File: src/backup_charge_pkg.sv
/*
 * Shared constants, types and decode helpers for the backup cell charger control.
 * Assumes a single 40 MHz clock domain and a 32-bit AXI4-Lite register slave.
 */
package backup_charge_pkg;

   // Register byte addresses
   localparam logic [7:0]  ADDR_CTRL       = 8'h00;
   localparam logic [7:0]  ADDR_VOLT       = 8'h04;
   localparam logic [7:0]  ADDR_STATUS     = 8'h08;

   // Field positions
   localparam int unsigned CTRL_ON_BIT     = 0;
   localparam int unsigned CTRL_OFF_BIT    = 1;
   localparam int unsigned STAT_EN_BIT     = 0;
   localparam int unsigned STAT_HI_BIT     = 1;
   localparam int unsigned STAT_PS_LSB     = 2;
   localparam int unsigned STAT_UV_BIT     = 4;
   localparam int unsigned STAT_MV_LSB     = 16;

   // Reset values and bus answers
   localparam logic        ENABLE_RESET    = 1'b0;
   localparam logic [1:0]  RESP_OKAY       = 2'h0;
   localparam logic [1:0]  RESP_SLVERR     = 2'h2;

   // Target voltage decode, millivolts
   localparam logic [3:0]  CODE_LOWEST     = 4'h0;
   localparam logic [3:0]  CODE_HIGHEST    = 4'hF;
   localparam logic [11:0] MV_LOWEST       = 12'h708;
   localparam logic [11:0] MV_STEP_BASE    = 12'h76C;
   localparam logic [11:0] MV_STEP         = 12'h064;
   localparam logic [11:0] MV_HIGHEST      = 12'hE10;

   typedef enum logic [1:0] {
      PS_OTHER,
      PS_RUN,
      PS_STANDBY,
      PS_QUIET_OFF
   } power_state_t;

   typedef struct packed {
      logic        enable;
      logic        high_current;
      logic [3:0]  code;
      logic [11:0] target_mv;
   } charge_ctrl_t;

   function automatic logic [11:0] code_to_mv(input logic [3:0] code);
      logic [15:0] prod;
      prod = 16'(code) * 16'(MV_STEP);
      if (code == CODE_LOWEST) begin
         return MV_LOWEST;
      end else if (code == CODE_HIGHEST) begin
         return MV_HIGHEST;
      end else begin
         return 12'(MV_STEP_BASE + prod[11:0]);
      end
   endfunction : code_to_mv

   function automatic logic charge_allowed(input power_state_t ps, input logic on_en,
                                           input logic off_en);
      case (ps)
         PS_RUN, PS_STANDBY: return on_en;
         PS_QUIET_OFF:       return off_en;
         default:            return 1'b0;
      endcase
   endfunction : charge_allowed

endpackage : backup_charge_pkg

File: src/charge_select.sv
/*
 * Combinational selection of charger enable, current level and target voltage.
 * Assumes the power state comes from logic on the same clock.
 */
`timescale 1ns/1ps
`default_nettype none

module charge_select
   import backup_charge_pkg::*;
(
   input  wire power_state_t power_state_in,   // Current power state
   input  wire logic         on_enable_in,     // System-on charge enable
   input  wire logic         offstate_en_in,   // Quiet off charge enable
   input  wire logic [3:0]   code_in,          // Target voltage code
   output var charge_ctrl_t  ctrl_out          // Selected charger settings
);

   always_comb begin
      ctrl_out              = '0;
      // Other power states force the charger off
      ctrl_out.enable       = charge_allowed(power_state_in, on_enable_in,
                                             offstate_en_in);
      // Only run mode draws the high current; standby and quiet off stay low
      ctrl_out.high_current = ctrl_out.enable && (power_state_in == PS_RUN);
      ctrl_out.code         = code_in;
      ctrl_out.target_mv    = code_to_mv(code_in);
   end

endmodule : charge_select

`default_nettype wire

File: src/backup_charger_ctrl.sv
/*
 * Backup cell charger control with an AXI4-Lite register slave.
 * Assumes power state and fuse value come from same-clock logic; the
 * undervoltage comparator level is asynchronous and is synchronised here.
 */
// Decided for this implementation: the AXI4-Lite slave port and the placing of the registers.
`timescale 1ns/1ps
`default_nettype none

////////////////////////////////////////////////////////////////////////////////

module backup_charger_ctrl
   import backup_charge_pkg::*;
(
   input  wire logic         clk_in,                      // 40 MHz clock
   input  wire logic         resetn_in,                   // Async reset, active low
   input  wire logic         ce_in,                       // Clock enable
   input  wire power_state_t power_state_in,              // Device power state
   input  wire logic         uv_level_in,                 // Undervoltage comparator level
   input  wire logic [3:0]   fused_backup_target_voltage_in, // Fused default code
   output var charge_ctrl_t  charge_ctrl_out,             // Registered charger settings
   input  wire logic         awvalid_in,                  // AXI write address valid
   output logic              awready_out,                 // AXI write address ready
   input  wire logic [7:0]   awaddr_in,                   // AXI write address
   input  wire logic         wvalid_in,                   // AXI write data valid
   output logic              wready_out,                  // AXI write data ready
   input  wire logic [31:0]  wdata_in,                    // AXI write data
   input  wire logic [3:0]   wstrb_in,                    // AXI write strobes
   output logic              bvalid_out,                  // AXI write response valid
   input  wire logic         bready_in,                   // AXI write response ready
   output logic [1:0]        bresp_out,                   // AXI write response
   input  wire logic         arvalid_in,                  // AXI read address valid
   output logic              arready_out,                 // AXI read address ready
   input  wire logic [7:0]   araddr_in,                   // AXI read address
   output logic              rvalid_out,                  // AXI read data valid
   input  wire logic         rready_in,                   // AXI read data ready
   output logic [31:0]       rdata_out,                   // AXI read data
   output logic [1:0]        rresp_out                    // AXI read response
);

   logic         uv_meta_q;
   logic         uv_sync_q;
   logic         uv_prev_q;
   logic         uv_cross;
   logic         fuse_load_q;
   logic         on_enable_q;
   logic         offstate_en_q;
   logic [3:0]   code_q;
   logic [7:0]   waddr_q;
   logic [31:0]  wdata_q;
   logic         wlane0_q;
   logic         wr_fire;
   logic         wr_hit;
   charge_ctrl_t sel_ctrl;
   logic [31:0]  rd_word;
   logic         rd_hit;

   ////////////////////////////////////////////////////////////////////////////////
   // Undervoltage synchroniser; any change of level counts as a crossing

   always_ff @(posedge clk_in or negedge resetn_in) begin
      if (!resetn_in) begin
         uv_meta_q <= 1'b0;
         uv_sync_q <= 1'b0;
         uv_prev_q <= 1'b0;
      end else if (ce_in) begin
         uv_meta_q <= uv_level_in;
         uv_sync_q <= uv_meta_q;
         uv_prev_q <= uv_sync_q;
      end
   end

   assign uv_cross = uv_sync_q ^ uv_prev_q;

   ////////////////////////////////////////////////////////////////////////////////
   // Control bits; a crossing beats a host write in the same cycle

   assign wr_fire = !awready_out && !wready_out && !bvalid_out;
   assign wr_hit  = (waddr_q == ADDR_CTRL) || (waddr_q == ADDR_VOLT);

   always_ff @(posedge clk_in or negedge resetn_in) begin
      if (!resetn_in) begin
         on_enable_q   <= ENABLE_RESET;
         offstate_en_q <= ENABLE_RESET;
      end else if (ce_in) begin
         if (uv_cross) begin
            on_enable_q   <= 1'b0;
            offstate_en_q <= 1'b0;
         end else if (wr_fire && wlane0_q && waddr_q == ADDR_CTRL) begin
            on_enable_q   <= wdata_q[CTRL_ON_BIT];
            offstate_en_q <= wdata_q[CTRL_OFF_BIT];
         end
      end
   end

   // Fuse code is reloaded after reset and on each crossing, like any default
   always_ff @(posedge clk_in or negedge resetn_in) begin
      if (!resetn_in) begin
         fuse_load_q <= 1'b1;
         code_q      <= CODE_LOWEST;
      end else if (ce_in) begin
         fuse_load_q <= 1'b0;
         if (fuse_load_q || uv_cross) begin
            code_q <= fused_backup_target_voltage_in;
         end else if (wr_fire && wlane0_q && waddr_q == ADDR_VOLT) begin
            code_q <= wdata_q[3:0];
         end
      end
   end

   charge_select u_select (
      .power_state_in (power_state_in),
      .on_enable_in   (on_enable_q),
      .offstate_en_in (offstate_en_q),
      .code_in        (code_q),
      .ctrl_out       (sel_ctrl)
   );

   always_ff @(posedge clk_in or negedge resetn_in) begin
      if (!resetn_in) begin
         charge_ctrl_out <= '0;
      end else if (ce_in) begin
         charge_ctrl_out <= sel_ctrl;
      end
   end

   ////////////////////////////////////////////////////////////////////////////////
   // AXI4-Lite write: address and data taken in either order, then one response

   always_ff @(posedge clk_in or negedge resetn_in) begin
      if (!resetn_in) begin
         awready_out <= 1'b1;
         wready_out  <= 1'b1;
         bvalid_out  <= 1'b0;
         bresp_out   <= RESP_OKAY;
         waddr_q     <= 8'h00;
         wdata_q     <= 32'h0000_0000;
         wlane0_q    <= 1'b0;
      end else if (ce_in) begin
         if (awready_out && awvalid_in) begin
            awready_out <= 1'b0;
            waddr_q     <= awaddr_in;
         end
         if (wready_out && wvalid_in) begin
            wready_out <= 1'b0;
            wdata_q    <= wdata_in;
            wlane0_q   <= wstrb_in[0];
         end
         if (wr_fire) begin
            bvalid_out <= 1'b1;
            bresp_out  <= wr_hit ? RESP_OKAY : RESP_SLVERR;
         end else if (bvalid_out && bready_in) begin
            bvalid_out  <= 1'b0;
            awready_out <= 1'b1;
            wready_out  <= 1'b1;
         end
      end
   end

   ////////////////////////////////////////////////////////////////////////////////
   // AXI4-Lite read: one cycle to data; status shows the block's live state

   always_comb begin
      rd_word = 32'h0000_0000;
      rd_hit  = 1'b1;
      case (araddr_in)
         ADDR_CTRL: begin
            rd_word[CTRL_ON_BIT]  = on_enable_q;
            rd_word[CTRL_OFF_BIT] = offstate_en_q;
         end
         ADDR_VOLT: rd_word[3:0] = code_q;
         ADDR_STATUS: begin
            rd_word[STAT_EN_BIT]                 = charge_ctrl_out.enable;
            rd_word[STAT_HI_BIT]                 = charge_ctrl_out.high_current;
            rd_word[STAT_PS_LSB +: 2]            = power_state_in;
            rd_word[STAT_UV_BIT]                 = uv_sync_q;
            rd_word[STAT_MV_LSB +: 12]           = charge_ctrl_out.target_mv;
         end
         default: rd_hit = 1'b0;
      endcase
   end

   always_ff @(posedge clk_in or negedge resetn_in) begin
      if (!resetn_in) begin
         arready_out <= 1'b1;
         rvalid_out  <= 1'b0;
         rdata_out   <= 32'h0000_0000;
         rresp_out   <= RESP_OKAY;
      end else if (ce_in) begin
         if (arready_out && arvalid_in) begin
            arready_out <= 1'b0;
            rvalid_out  <= 1'b1;
            rdata_out   <= rd_word;
            rresp_out   <= rd_hit ? RESP_OKAY : RESP_SLVERR;
         end else if (rvalid_out && rready_in) begin
            rvalid_out  <= 1'b0;
            arready_out <= 1'b1;
         end
      end
   end

   ////////////////////////////////////////////////////////////////////////////////
   // Checks; every assertion is guarded by a clock-enabled previous cycle, the covers are not

   property p_on_enable;
      @(posedge clk_in) disable iff (!resetn_in)
      $past(ce_in) && ($past(power_state_in) inside {PS_RUN, PS_STANDBY})
         |-> charge_ctrl_out.enable == $past(on_enable_q);
   endproperty
   a_on_enable: assert property (p_on_enable) else $error("on-state enable wrong");

   property p_uv_clear_on;
      @(posedge clk_in) disable iff (!resetn_in)
      ce_in && uv_cross |=> !on_enable_q;
   endproperty
   a_uv_clear_on: assert property (p_uv_clear_on) else $error("on enable not cleared");

   property p_run_high;
      @(posedge clk_in) disable iff (!resetn_in)
      ce_in && power_state_in == PS_RUN && on_enable_q |=> charge_ctrl_out.high_current;
   endproperty
   a_run_high: assert property (p_run_high) else $error("run not high current");

   property p_low_current;
      @(posedge clk_in) disable iff (!resetn_in)
      ce_in && power_state_in != PS_RUN |=> !charge_ctrl_out.high_current;
   endproperty
   a_low_current: assert property (p_low_current) else $error("high current outside run");

   property p_off_enable;
      @(posedge clk_in) disable iff (!resetn_in)
      ce_in && power_state_in == PS_QUIET_OFF |=> charge_ctrl_out.enable == $past(offstate_en_q);
   endproperty
   a_off_enable: assert property (p_off_enable) else $error("off-state enable wrong");

   property p_uv_clear_off;
      @(posedge clk_in) disable iff (!resetn_in)
      ce_in && uv_cross |=> !offstate_en_q ##1 (!offstate_en_q || $past(wr_fire));
   endproperty
   a_uv_clear_off: assert property (p_uv_clear_off) else $error("off enable not cleared");

   // The output still holds its reset zeros at the first edge after release
   property p_decode;
      @(posedge clk_in) disable iff (!resetn_in)
      $past(resetn_in) && $past(ce_in)
         |-> charge_ctrl_out.target_mv == code_to_mv($past(code_q))
             && ($past(code_q) != CODE_HIGHEST || charge_ctrl_out.target_mv == MV_HIGHEST);
   endproperty
   a_decode: assert property (p_decode) else $error("target voltage decode wrong");

   property p_fuse_default;
      @(posedge clk_in) disable iff (!resetn_in)
      ce_in && (fuse_load_q || uv_cross) |=> code_q == $past(fused_backup_target_voltage_in);
   endproperty
   a_fuse_default: assert property (p_fuse_default) else $error("fused default not loaded");

   property p_other_off;
      @(posedge clk_in) disable iff (!resetn_in)
      ce_in && power_state_in == PS_OTHER |=> !charge_ctrl_out.enable && !charge_ctrl_out.high_current;
   endproperty
   a_other_off: assert property (p_other_off) else $error("charger on in other state");

   c_run_charge:  cover property (@(posedge clk_in) disable iff (!resetn_in)
                                  charge_ctrl_out.enable && charge_ctrl_out.high_current);
   c_off_charge:  cover property (@(posedge clk_in) disable iff (!resetn_in)
                                  power_state_in == PS_QUIET_OFF ##1 charge_ctrl_out.enable);
   c_uv_cut:      cover property (@(posedge clk_in) disable iff (!resetn_in)
                                  on_enable_q ##1 uv_cross);

endmodule : backup_charger_ctrl

`default_nettype wire

File: config.mk
export PLATFORM = sky130hd
export DESIGN_NAME = backup_charger_ctrl
export DESIGN_NICKNAME = d
export VERILOG_FILES = /design/src/backup_charge_pkg.sv /design/src/charge_select.sv /design/src/backup_charger_ctrl.sv
export SDC_FILE = /design/constraint.sdc
export NUM_CORES = 1
export LEC_CHECK = 0
export BUFFER_PORTS_ARGS = -buffer_cell sky130_fd_sc_hd__buf_2
export CORE_MARGIN = 5
export CORE_UTILIZATION = 52
export CTS_CLUSTER_DIAMETER = 120
export DETAILED_ROUTE_END_ITERATION = 6
export GPL_TIMING_DRIVEN = 1
export PLACE_DENSITY = 0.86
export SLEW_MARGIN = 20
export SYNTH_ARGS = -nofsm -noshare
export SYNTH_HDL_FRONTEND = slang
export SYNTH_SLANG_ARGS = --single-unit
File: constraint.sdc
create_clock -name clk_in -period 6.1 [get_ports clk_in]
set_clock_uncertainty 0.05 [all_clocks]
set_input_delay 0.915 -clock clk_in [delete_from_list [all_inputs] [get_ports clk_in]]
set_output_delay 0.915 -clock clk_in [all_outputs]
set_load 0.01 [all_outputs]
==> run metrics, run 1 <==
status complete, no violations; WHS Path Cells 2; r2r worst-path depth 8; Vias ~2200; Synth Area per Inst 11.88 sq um; total grt overflow 0; final worst-path cycle share 0.4294; TritonCTS buffer count 9; antenna violations before repair 0; Crit Path Class reg2reg; number of buffers and inverters on the critical path 1; vias in the first global route 2152; Worst-Skew Late Latency approximately 0.33 ns; LEAKAGE 1.850 nW; Worst setup EP type register; CP Max Fanout 8; part of the Yosys area used for sequential elements 0.4922; Cells after DPL just over 400; Post-synth top cells dfrtp_1, buf_4, nand2_1, a22o_1, mux2_2; Area growth syn-to-layout 17.21%; number of hold buffers added after cts 0; delay of the slowest critical-path stage 0.52 ns; GP Congestion 0.8797; CTS root buf clkbuf_8; NetSw around 700 uW; CTS Buffer Depth 2; ys async rst share 1.000; crit-path cells inv_1 -> ha_1 -> ha_1 -> fa_1 -> xnor2_1 -> a21boi_1 -> nand4_1 -> a22o_1; core area 5886 sq um; Yosys top cell by area dfrtp_1; Starting Density 0.5287; DR DRC count 0; Routed WL 6360 um; # rows 28; CTS tree built; Flop pwr share 0.357; post-layout util 0.6197; top_reg_cell synth dfrtp_1; worst vdd ir between 0.0002 and 0.00025 V; PortBufs 73; Synth Warn # 0; Critical Path Source Type register; HP Start wready_out$_DFFE_PN1P_; setup violators final 0; post_cts resized 0; 1st-pass router iterations 4; Clock power frac 0.198; DR WL/cell ~15 um; die width 87.36 um; P_int 1.109 mW; Total Routing Usage GR 0.1736; total clock sinks 61; top-count cell post-synth dfrtp_1; # IOs 126; Power Density 493.8 nW/um^2; clock-pin slew on the worst setup and hold paths 0.07 ns; fin. max-slew vios 0; first-pass GRT wire length 10300 um; Crit path max-delay family adder cells; pin count of the biggest net entering global routing between 60 and 70; final hold vios 0; most frequent CP cell ha_1; Max-Slew Margin vs Limit 0.4931; initial DRC count 107; FF+latch count, synth 61; RSZ-0062 raised after global routing no; H-Tree Level Count 3; Area contributors post-synth dfrtp_1, ha_1, mux2_2; Nets 424; Synth cell types 45; worst reg2reg path startpoint code_q[0]$_DFFE_PN0P_; die area 7631 sq um; share of cells above drive strength 1 0.3623; max cap viols 0; critical path required time 6.27 ns; switching share of power 0.3845; Tmin final 2.619 ns; final non-filler cell total 420; Diodes inserted 0; Slew @ Worst Pin 0.7603 ns; number of setup buffers added after CTS 0; vias per cell 5.271; combinational share of power 0.445; max frequency 381.8 MHz; Hold Path Class reg2reg; crit path from code_q[0]$_DFFE_PN0P_; endpoint arrival time on the critical path ~2.8 ns; Mapped Area 3112 sq um; Sum Neg Setup Slack 0 ns; Post-DRT Antenna Nets 0; post-synth top area share 0.4584; critical path depth 8; die height 87.36 um; Post-synth EDFFs 0; detailed-placement wirelength estimate approximately 4700 um; Worst path slowest cell dfrtp_1; Cells after Synth between 200 and 300; fillers a little under 500
## final timing paths
check,endpoint,slack [ns]
setup reg to reg,charge_ctrl_out[11]$_DFFE_PN0P_,3.48
setup / recovery,charge_ctrl_out[11]$_DFFE_PN0P_,3.48
min in group asynchronous,rdata_out[26]$_DFFE_PN0P_,0.67
hold / removal,wready_out$_DFFE_PN1P_,0.43
max in group asynchronous,bvalid_out$_DFFE_PN0P_,4.81
hold reg to reg,wready_out$_DFFE_PN1P_,0.43
## power groups by stage
stage | logic, mW | registers, mW | clock network, mW
finish | 0.802 | 0.643 | 0.356
global placement | 0.780 | 0.644 | 0
global route | 0.906 | 0.662 | 0.384
floorplan | 0.613 | 0.647 | 0
detailed placement | 0.809 | 0.651 | 0
CTS | 0.814 | 0.644 | 0.362
## cell usage in the layout, fill, tap and decap left out, types with 2 or more instances in the layout
cell,synthesis,layout
nor4_2,2,2
and3_2,2,2
a22o_1,17,17
dfstp_2,4,4
nand3_1,6,6
clkbuf_8,0,9
o21ai_1,4,4
mux2_2,17,17
dfrtp_1,57,57
a31oi_1,4,4
o22a_1,2,2
buf_2,2,73
inv_1,9,9
nor2b_1,4,4
mux2i_1,6,6
xnor2_1,6,6
clkinvlp_4,0,3
a21o_1,3,3
a21oi_1,9,9
o2bb2ai_1,4,4
mux2_1,4,4
a221o_1,2,2
nor3_1,3,3
xor2_1,3,3
nand2_1,21,21
conb_1,1,21
nor2_1,10,10
ha_1,16,16
o21ai_0,4,4
## cells by family (layout without fill, tap and decap cells)
kind of cell	after synthesis	after routing	share of synthesized area
adders and majority gates	17	17	0.07077
muxes	27	27	0.09529
DFF	61	61	0.4922
other	1	21	0.001205
xor gates and xnor gates	9	9	0.02533
AOI/OAI and AO/OA	54	54	0.1343
and+or+nand+nor	56	56	0.1029
buffers and inverters	37	100	0.07800
## metrics by stage
| stage | area, sq um | hold WS [ns] | total power [mW] | worst slack (ns) |
|---|---|---|---|---|
| finish | 3647 | 0.4339 | 1.801 | 3.481 |
| global route | 3647 | 0.4537 | 1.952 | 3.266 |
| CTS | 3647 | 0.4357 | 1.821 | 3.459 |
| detailed placement | 3448 | 0.4260 | 1.460 | 3.476 |
| global placement | 3448 | 0.4152 | 1.424 | 3.500 |
| floorplan | 3187 | 0.4152 | 1.260 | 3.739 |
## worst min-delay path: stages (launching register included)
cell     delay [ns]
dfstp_2        0.39
nand2_1        0.05
nand2_1        0.05
## per-layer routing
layer	wire (um)	track usage	vias up	part of all wire
met5	0	0	-	0
met1	2907	0.2345	1088	0.46
met4	93	0.06834	0	0.015
met3	425	0.04730	9	0.067
li1	-	-	1047	-
met2	2935	0.2651	70	0.46
## flip-flops by register name (all words and copies together) (netlist names), 4 cells and up
| signal | cells |
|---|---|
| charge_ctrl_out | 16 |
| code_q | 4 |
| rdata_out | 15 |
| waddr_q | 8 |
| wdata_q | 4 |
## layout make-up
class | count | area (sq um) | share of cell area
Timing Repair Buffer | 74 | 372.9 | 0.1022
Multi-Input combinational cell | 184 | 1413 | 0.3873
Sequential cell | 61 | 1531 | 0.4199
Inverter | 10 | 37.54 | 0.01029
Clock inverter | 7 | 75.07 | 0.02058
Clock buffer | 9 | 123.9 | 0.03396
Tap cell | 75 | 93.84 | 0.02573
No activity file was read; power rests on OpenSTA's default activity.
==> run 2: changes to the inputs <==
- CORE_UTILIZATION: 52 -> 48
- PLACE_DENSITY: 0.86 -> 0.8
- clock period: 6.1 -> 2.7 ns (I/O delays scaled with it)
==> run metrics, run 2 (synthesized netlist as in run 1, its figures left out) <==
status complete, no violations; Routed WL 6550 um; die area 8193 sq um; GP Congestion 0.7392; CTS tree built; 1st-pass router iterations 4; fin. max-slew vios 0; Max-Slew Margin vs Limit 0.5280; post-layout util 0.5890; clock-pin slew on the worst setup and hold paths 0.07 ns; Sum Neg Setup Slack 0 ns; die height 90.52 um; final hold vios 0; Total Routing Usage GR 0.1659; critical path required time 2.88 ns; endpoint arrival time on the critical path roughly 2.7 ns; Worst setup EP type register; vias per cell 5.200; Total Power 4.289 mW; CTS root buf clkbuf_8; placed inst area approximately 3500 sq um; Crit Path Class reg2reg; CTS Buffer Depth 2; Reg2Reg Setup Slack 0.18 ns; post-route cell area 3719 sq um; H-Tree Level Count 3; total clock sinks 61; final worst-path cycle share 0.9341; CP Max Fanout 6; Min Hold Slack 0.06096 ns; Tmin final 2.522 ns; Area growth syn-to-layout 19.50%; detailed-placement wirelength estimate 5006 um; Post-DRT Antenna Nets 0; share of cells above drive strength 1 0.3736; Starting Density 0.4929; PortBufs 73; pin count of the biggest net entering global routing 32; number of hold buffers added after cts 0; core area 6314 sq um; max frequency 396.5 MHz; commonest non-fill, non-tap cell in the layout buf_2; DR WL/cell 15.41 um; biggest regs charge_ctrl_out: 16 flops, rdata_out: 15 flops, waddr_q: 8 flops; max cap viols 0; setup violators final 0; RSZ-0062 raised after global routing no; # IOs ~130; LEAKAGE 1.894 nW; worst vdd ir around 0.00083 V; Cells after DPL 409; DR DRC count 0; Power Density 1153 nW/um^2; vias in the first global route 2233; most frequent cells in the layout buf_2, dfrtp_1, nand2_1, conb_1; Nets between 400 and 500; Critical Path Source Type register; antenna violations before repair 0; first-pass GRT wire length 11100 um; Worst-Skew Late Latency ~0.34 ns; most flop-heavy register charge_ctrl_out; initial DRC count 48; Vias 2210; final non-filler cell total about 430; final setup margin about 0.18 ns; # rows 29; Diodes inserted 0; die width 90.52 um; max reg flops 16; setup slack after placement between 0.09 and 0.1 ns; Slew @ Worst Pin between 0.7 and 0.8 ns; TritonCTS buffer count 9; total grt overflow 0; Hold Path Class in2async
==> run 2: repair_timing <==
action	CTS	global route
resized for setup	0	2
buffers inserted	0	0
setup endpoints to repair	0	2
==> run 2: cell type report <==
class | instances | area [sq um]
sequential | 61 | 1533
fill | 529 | 2595
clock inverter | 6 | 86.33
timing repair buffer | 77 | 407.9
inverter | 10 | 37.54
multi-input combinational | 184 | 1420
clock buffer | 10 | 137.6
tap | 77 | 96.34
==> run 2: worst max-delay path, stage by stage (launching register included) <==
cell	delay (ns)
dfrtp_2	0.44
inv_1	0.08
ha_1	0.28
ha_1	0.25
fa_1	0.44
xnor2_2	0.26
a21boi_1	0.27
nand4_1	0.13
a22o_1	0.21
==> run 2: final timing paths <==
kind	cells after the start	start	to
max	8	code_q[1]$_DFFE_PN0P_	charge_ctrl_out[11]$_DFFE_PN0P_
min	1	resetn_in	charge_ctrl_out[5]$_DFFE_PN0P_
max reg2reg	8	code_q[1]$_DFFE_PN0P_	charge_ctrl_out[11]$_DFFE_PN0P_
min reg2reg	2	rresp_out[1]$_DFFE_PN0P_	rresp_out[1]$_DFFE_PN0P_
max in group asynchronous	2	resetn_in	awready_out$_DFFE_PN1P_
min in group clk_in	2	arvalid_in	arready_out$_DFFE_PN1P_
==> run 2: per-layer routing <==
metal  global-route usage  up-vias  wire length (um)
met4              0.04218        0                58
met3              0.06250        8               549
met5                    0        -                 0
met1               0.2183     1063              2942
li1                     -     1060                 -
met2               0.2579       79              2999
==> run 2: power breakdown <==
group          internal (mW)  switching (mW)  total (mW)
combinational          0.929            1.01        1.94
sequential              1.20           0.241        1.44
clock                  0.543           0.369       0.912
total                   2.67            1.62        4.29
==> run 3: changes to the inputs <==
==> constraint.sdc (replaced) <==
create_clock -name clk_in -period 2.7 [get_ports clk_in]
set_clock_uncertainty 0.05 [all_clocks]
set_input_delay 0.54 -clock clk_in [delete_from_list [all_inputs] [get_ports clk_in]]
set_output_delay 0.54 -clock clk_in [all_outputs]
set_load 0.01 [all_outputs]
==> run metrics, run 3 (synthesized netlist as in run 1, its figures left out) <==
Sum Neg Setup Slack 0 ns; CTS Buffer Depth 2; pin count of the biggest net entering global routing 32; antenna violations before repair 0; worst reg2reg path startpoint code_q[1]$_DFFE_PN0P_; Worst setup EP type register; Max-Slew Margin vs Limit 0.5100; H-Tree Level Count 3; RSZ-0062 raised after global routing no; vias per cell 5.181; most frequent cells in the layout buf_2, dfrtp_1, nand2_1, conb_1; GP Congestion 0.7753; post_cts resized 0; # IOs 126; # rows 29; final hold vios 0; number of hold buffers added after cts 0; Area growth syn-to-layout 18.13%; Slew @ Worst Pin 0.7350 ns; Routed WL between 6000 and 7000 um; LEAKAGE 1.869 nW; Vias 2202; commonest non-fill, non-tap cell in the layout buf_2; die height 90.52 um; share of cells above drive strength 1 0.3678; clock-pin slew on the worst setup and hold paths 0.07 ns; DR WL/cell 15.43 um; CP Max Fanout 6; fin. max-slew vios 0; core area ~6300 sq um; die area 8193 sq um; setup violators final 0; endpoint arrival time on the critical path approximately 2.7 ns; Min Hold Slack 0.2042 ns; Diodes inserted 0; status complete, no violations; Critical Path Source Type register; total grt overflow 0; NetSw roughly 1.6 mW; Post-DRT Antenna Nets 0; vias in the first global route between 2000 and 2500; 1st-pass router iterations 4; TritonCTS buffer count 9; Nets 427; worst vdd ir 0.0005998 V; combinational share of power 0.476; CTS tree built; max reg flops 16; critical path required time 2.88 ns; switching share of power 0.3914; initial DRC count 75; max cap viols 0; CTS root buf clkbuf_8; Clock power frac 0.177; DR DRC count 0; Crit Path Class reg2reg; crit path from code_q[1]$_DFFE_PN0P_; PortBufs 73; biggest regs charge_ctrl_out: 16 flops, rdata_out: 15 flops, waddr_q: 8 flops; Power Density 1128 nW/um^2; first-pass GRT wire length ~11000 um; P_int about 2.5 mW; final worst-path cycle share 0.9275; Total Routing Usage GR 0.1650; Worst-Skew Late Latency 0.34 ns; Starting Density 0.4929; number of setup buffers added after CTS 0; die width slightly above 90 um; detailed-placement wirelength estimate around 5000 um; Tmin final around 2.5 ns; total clock sinks 61; Hold Path Class in2async; Flop pwr share 0.347; most flop-heavy register charge_ctrl_out; max frequency around 400 MHz
## run 3: critical path, stage by stage, from the launching register on
cell	delay (ns)
dfrtp_1	0.47
inv_1	0.10
ha_1	0.30
ha_1	0.24
fa_1	0.44
xnor2_2	0.23
a21boi_2	0.23
nand4_1	0.12
a22o_1	0.21
## run 3: routing by layer
| metal | track usage | part of all wire | vias up |
|---|---|---|---|
| li1 | - | - | 1058 |
| met1 | 0.2183 | 0.45 | 1060 |
| met2 | 0.2476 | 0.46 | 77 |
| met4 | 0.04467 | 0.011 | 0 |
| met5 | 0 | 0 | - |
| met3 | 0.07083 | 0.086 | 7 |
## run 3: through the flow
step	util	total power [mW]	instances	setup WS (ns)	area (sq um)
after CTS	0.5805	4.114	425	0.09058	3665
after detailed placement	0.5521	3.353	409	0.1171	3486
after global routing	0.5822	4.480	425	0.02719	3676
final	0.5822	4.147	425	0.1958	3676
after floorplan	-	2.847	282	0.3391	3187
after global placement	0.5521	3.244	409	0.1649	3486
## run 3: final cells by class
| cell class | count | area [sq um] |
|---|---|---|
| Clock inverter | 3 | 20.02 |
| Clock buffer | 13 | 158.9 |
| Sequential cell | 61 | 1531 |
| Tap cell | 77 | 96.34 |
| Inverter | 10 | 37.54 |
| Multi-Input combinational cell | 184 | 1424 |
| Fill cell | 534 | 2638 |
| Timing Repair Buffer | 77 | 407.9 |
## run 3: path summary, 6_finish.rpt
kind | to | slack, ns | depth (start not counted)
setup / recovery | charge_ctrl_out[11]$_DFFE_PN0P_ | 0.20 | 8
max in group asynchronous | awready_out$_DFFE_PN1P_ | 1.70 | 2
hold reg to reg | wready_out$_DFFE_PN1P_ | 0.43 | 2
min in group clk_in | arready_out$_DFFE_PN1P_ | 0.34 | 2
hold / removal | rdata_out[22]$_DFFE_PN0P_ | 0.20 | 1
setup reg to reg | charge_ctrl_out[11]$_DFFE_PN0P_ | 0.20 | 8
## run 3: power groups by stage
stage	clock network [mW]	registers (mW)	logic [mW]
finish	0.734	1.44	1.97
global route	0.797	1.49	2.20
CTS	0.745	1.44	1.93
detailed placement	0	1.45	1.90
global placement	0	1.44	1.80
floorplan	0	1.46	1.38
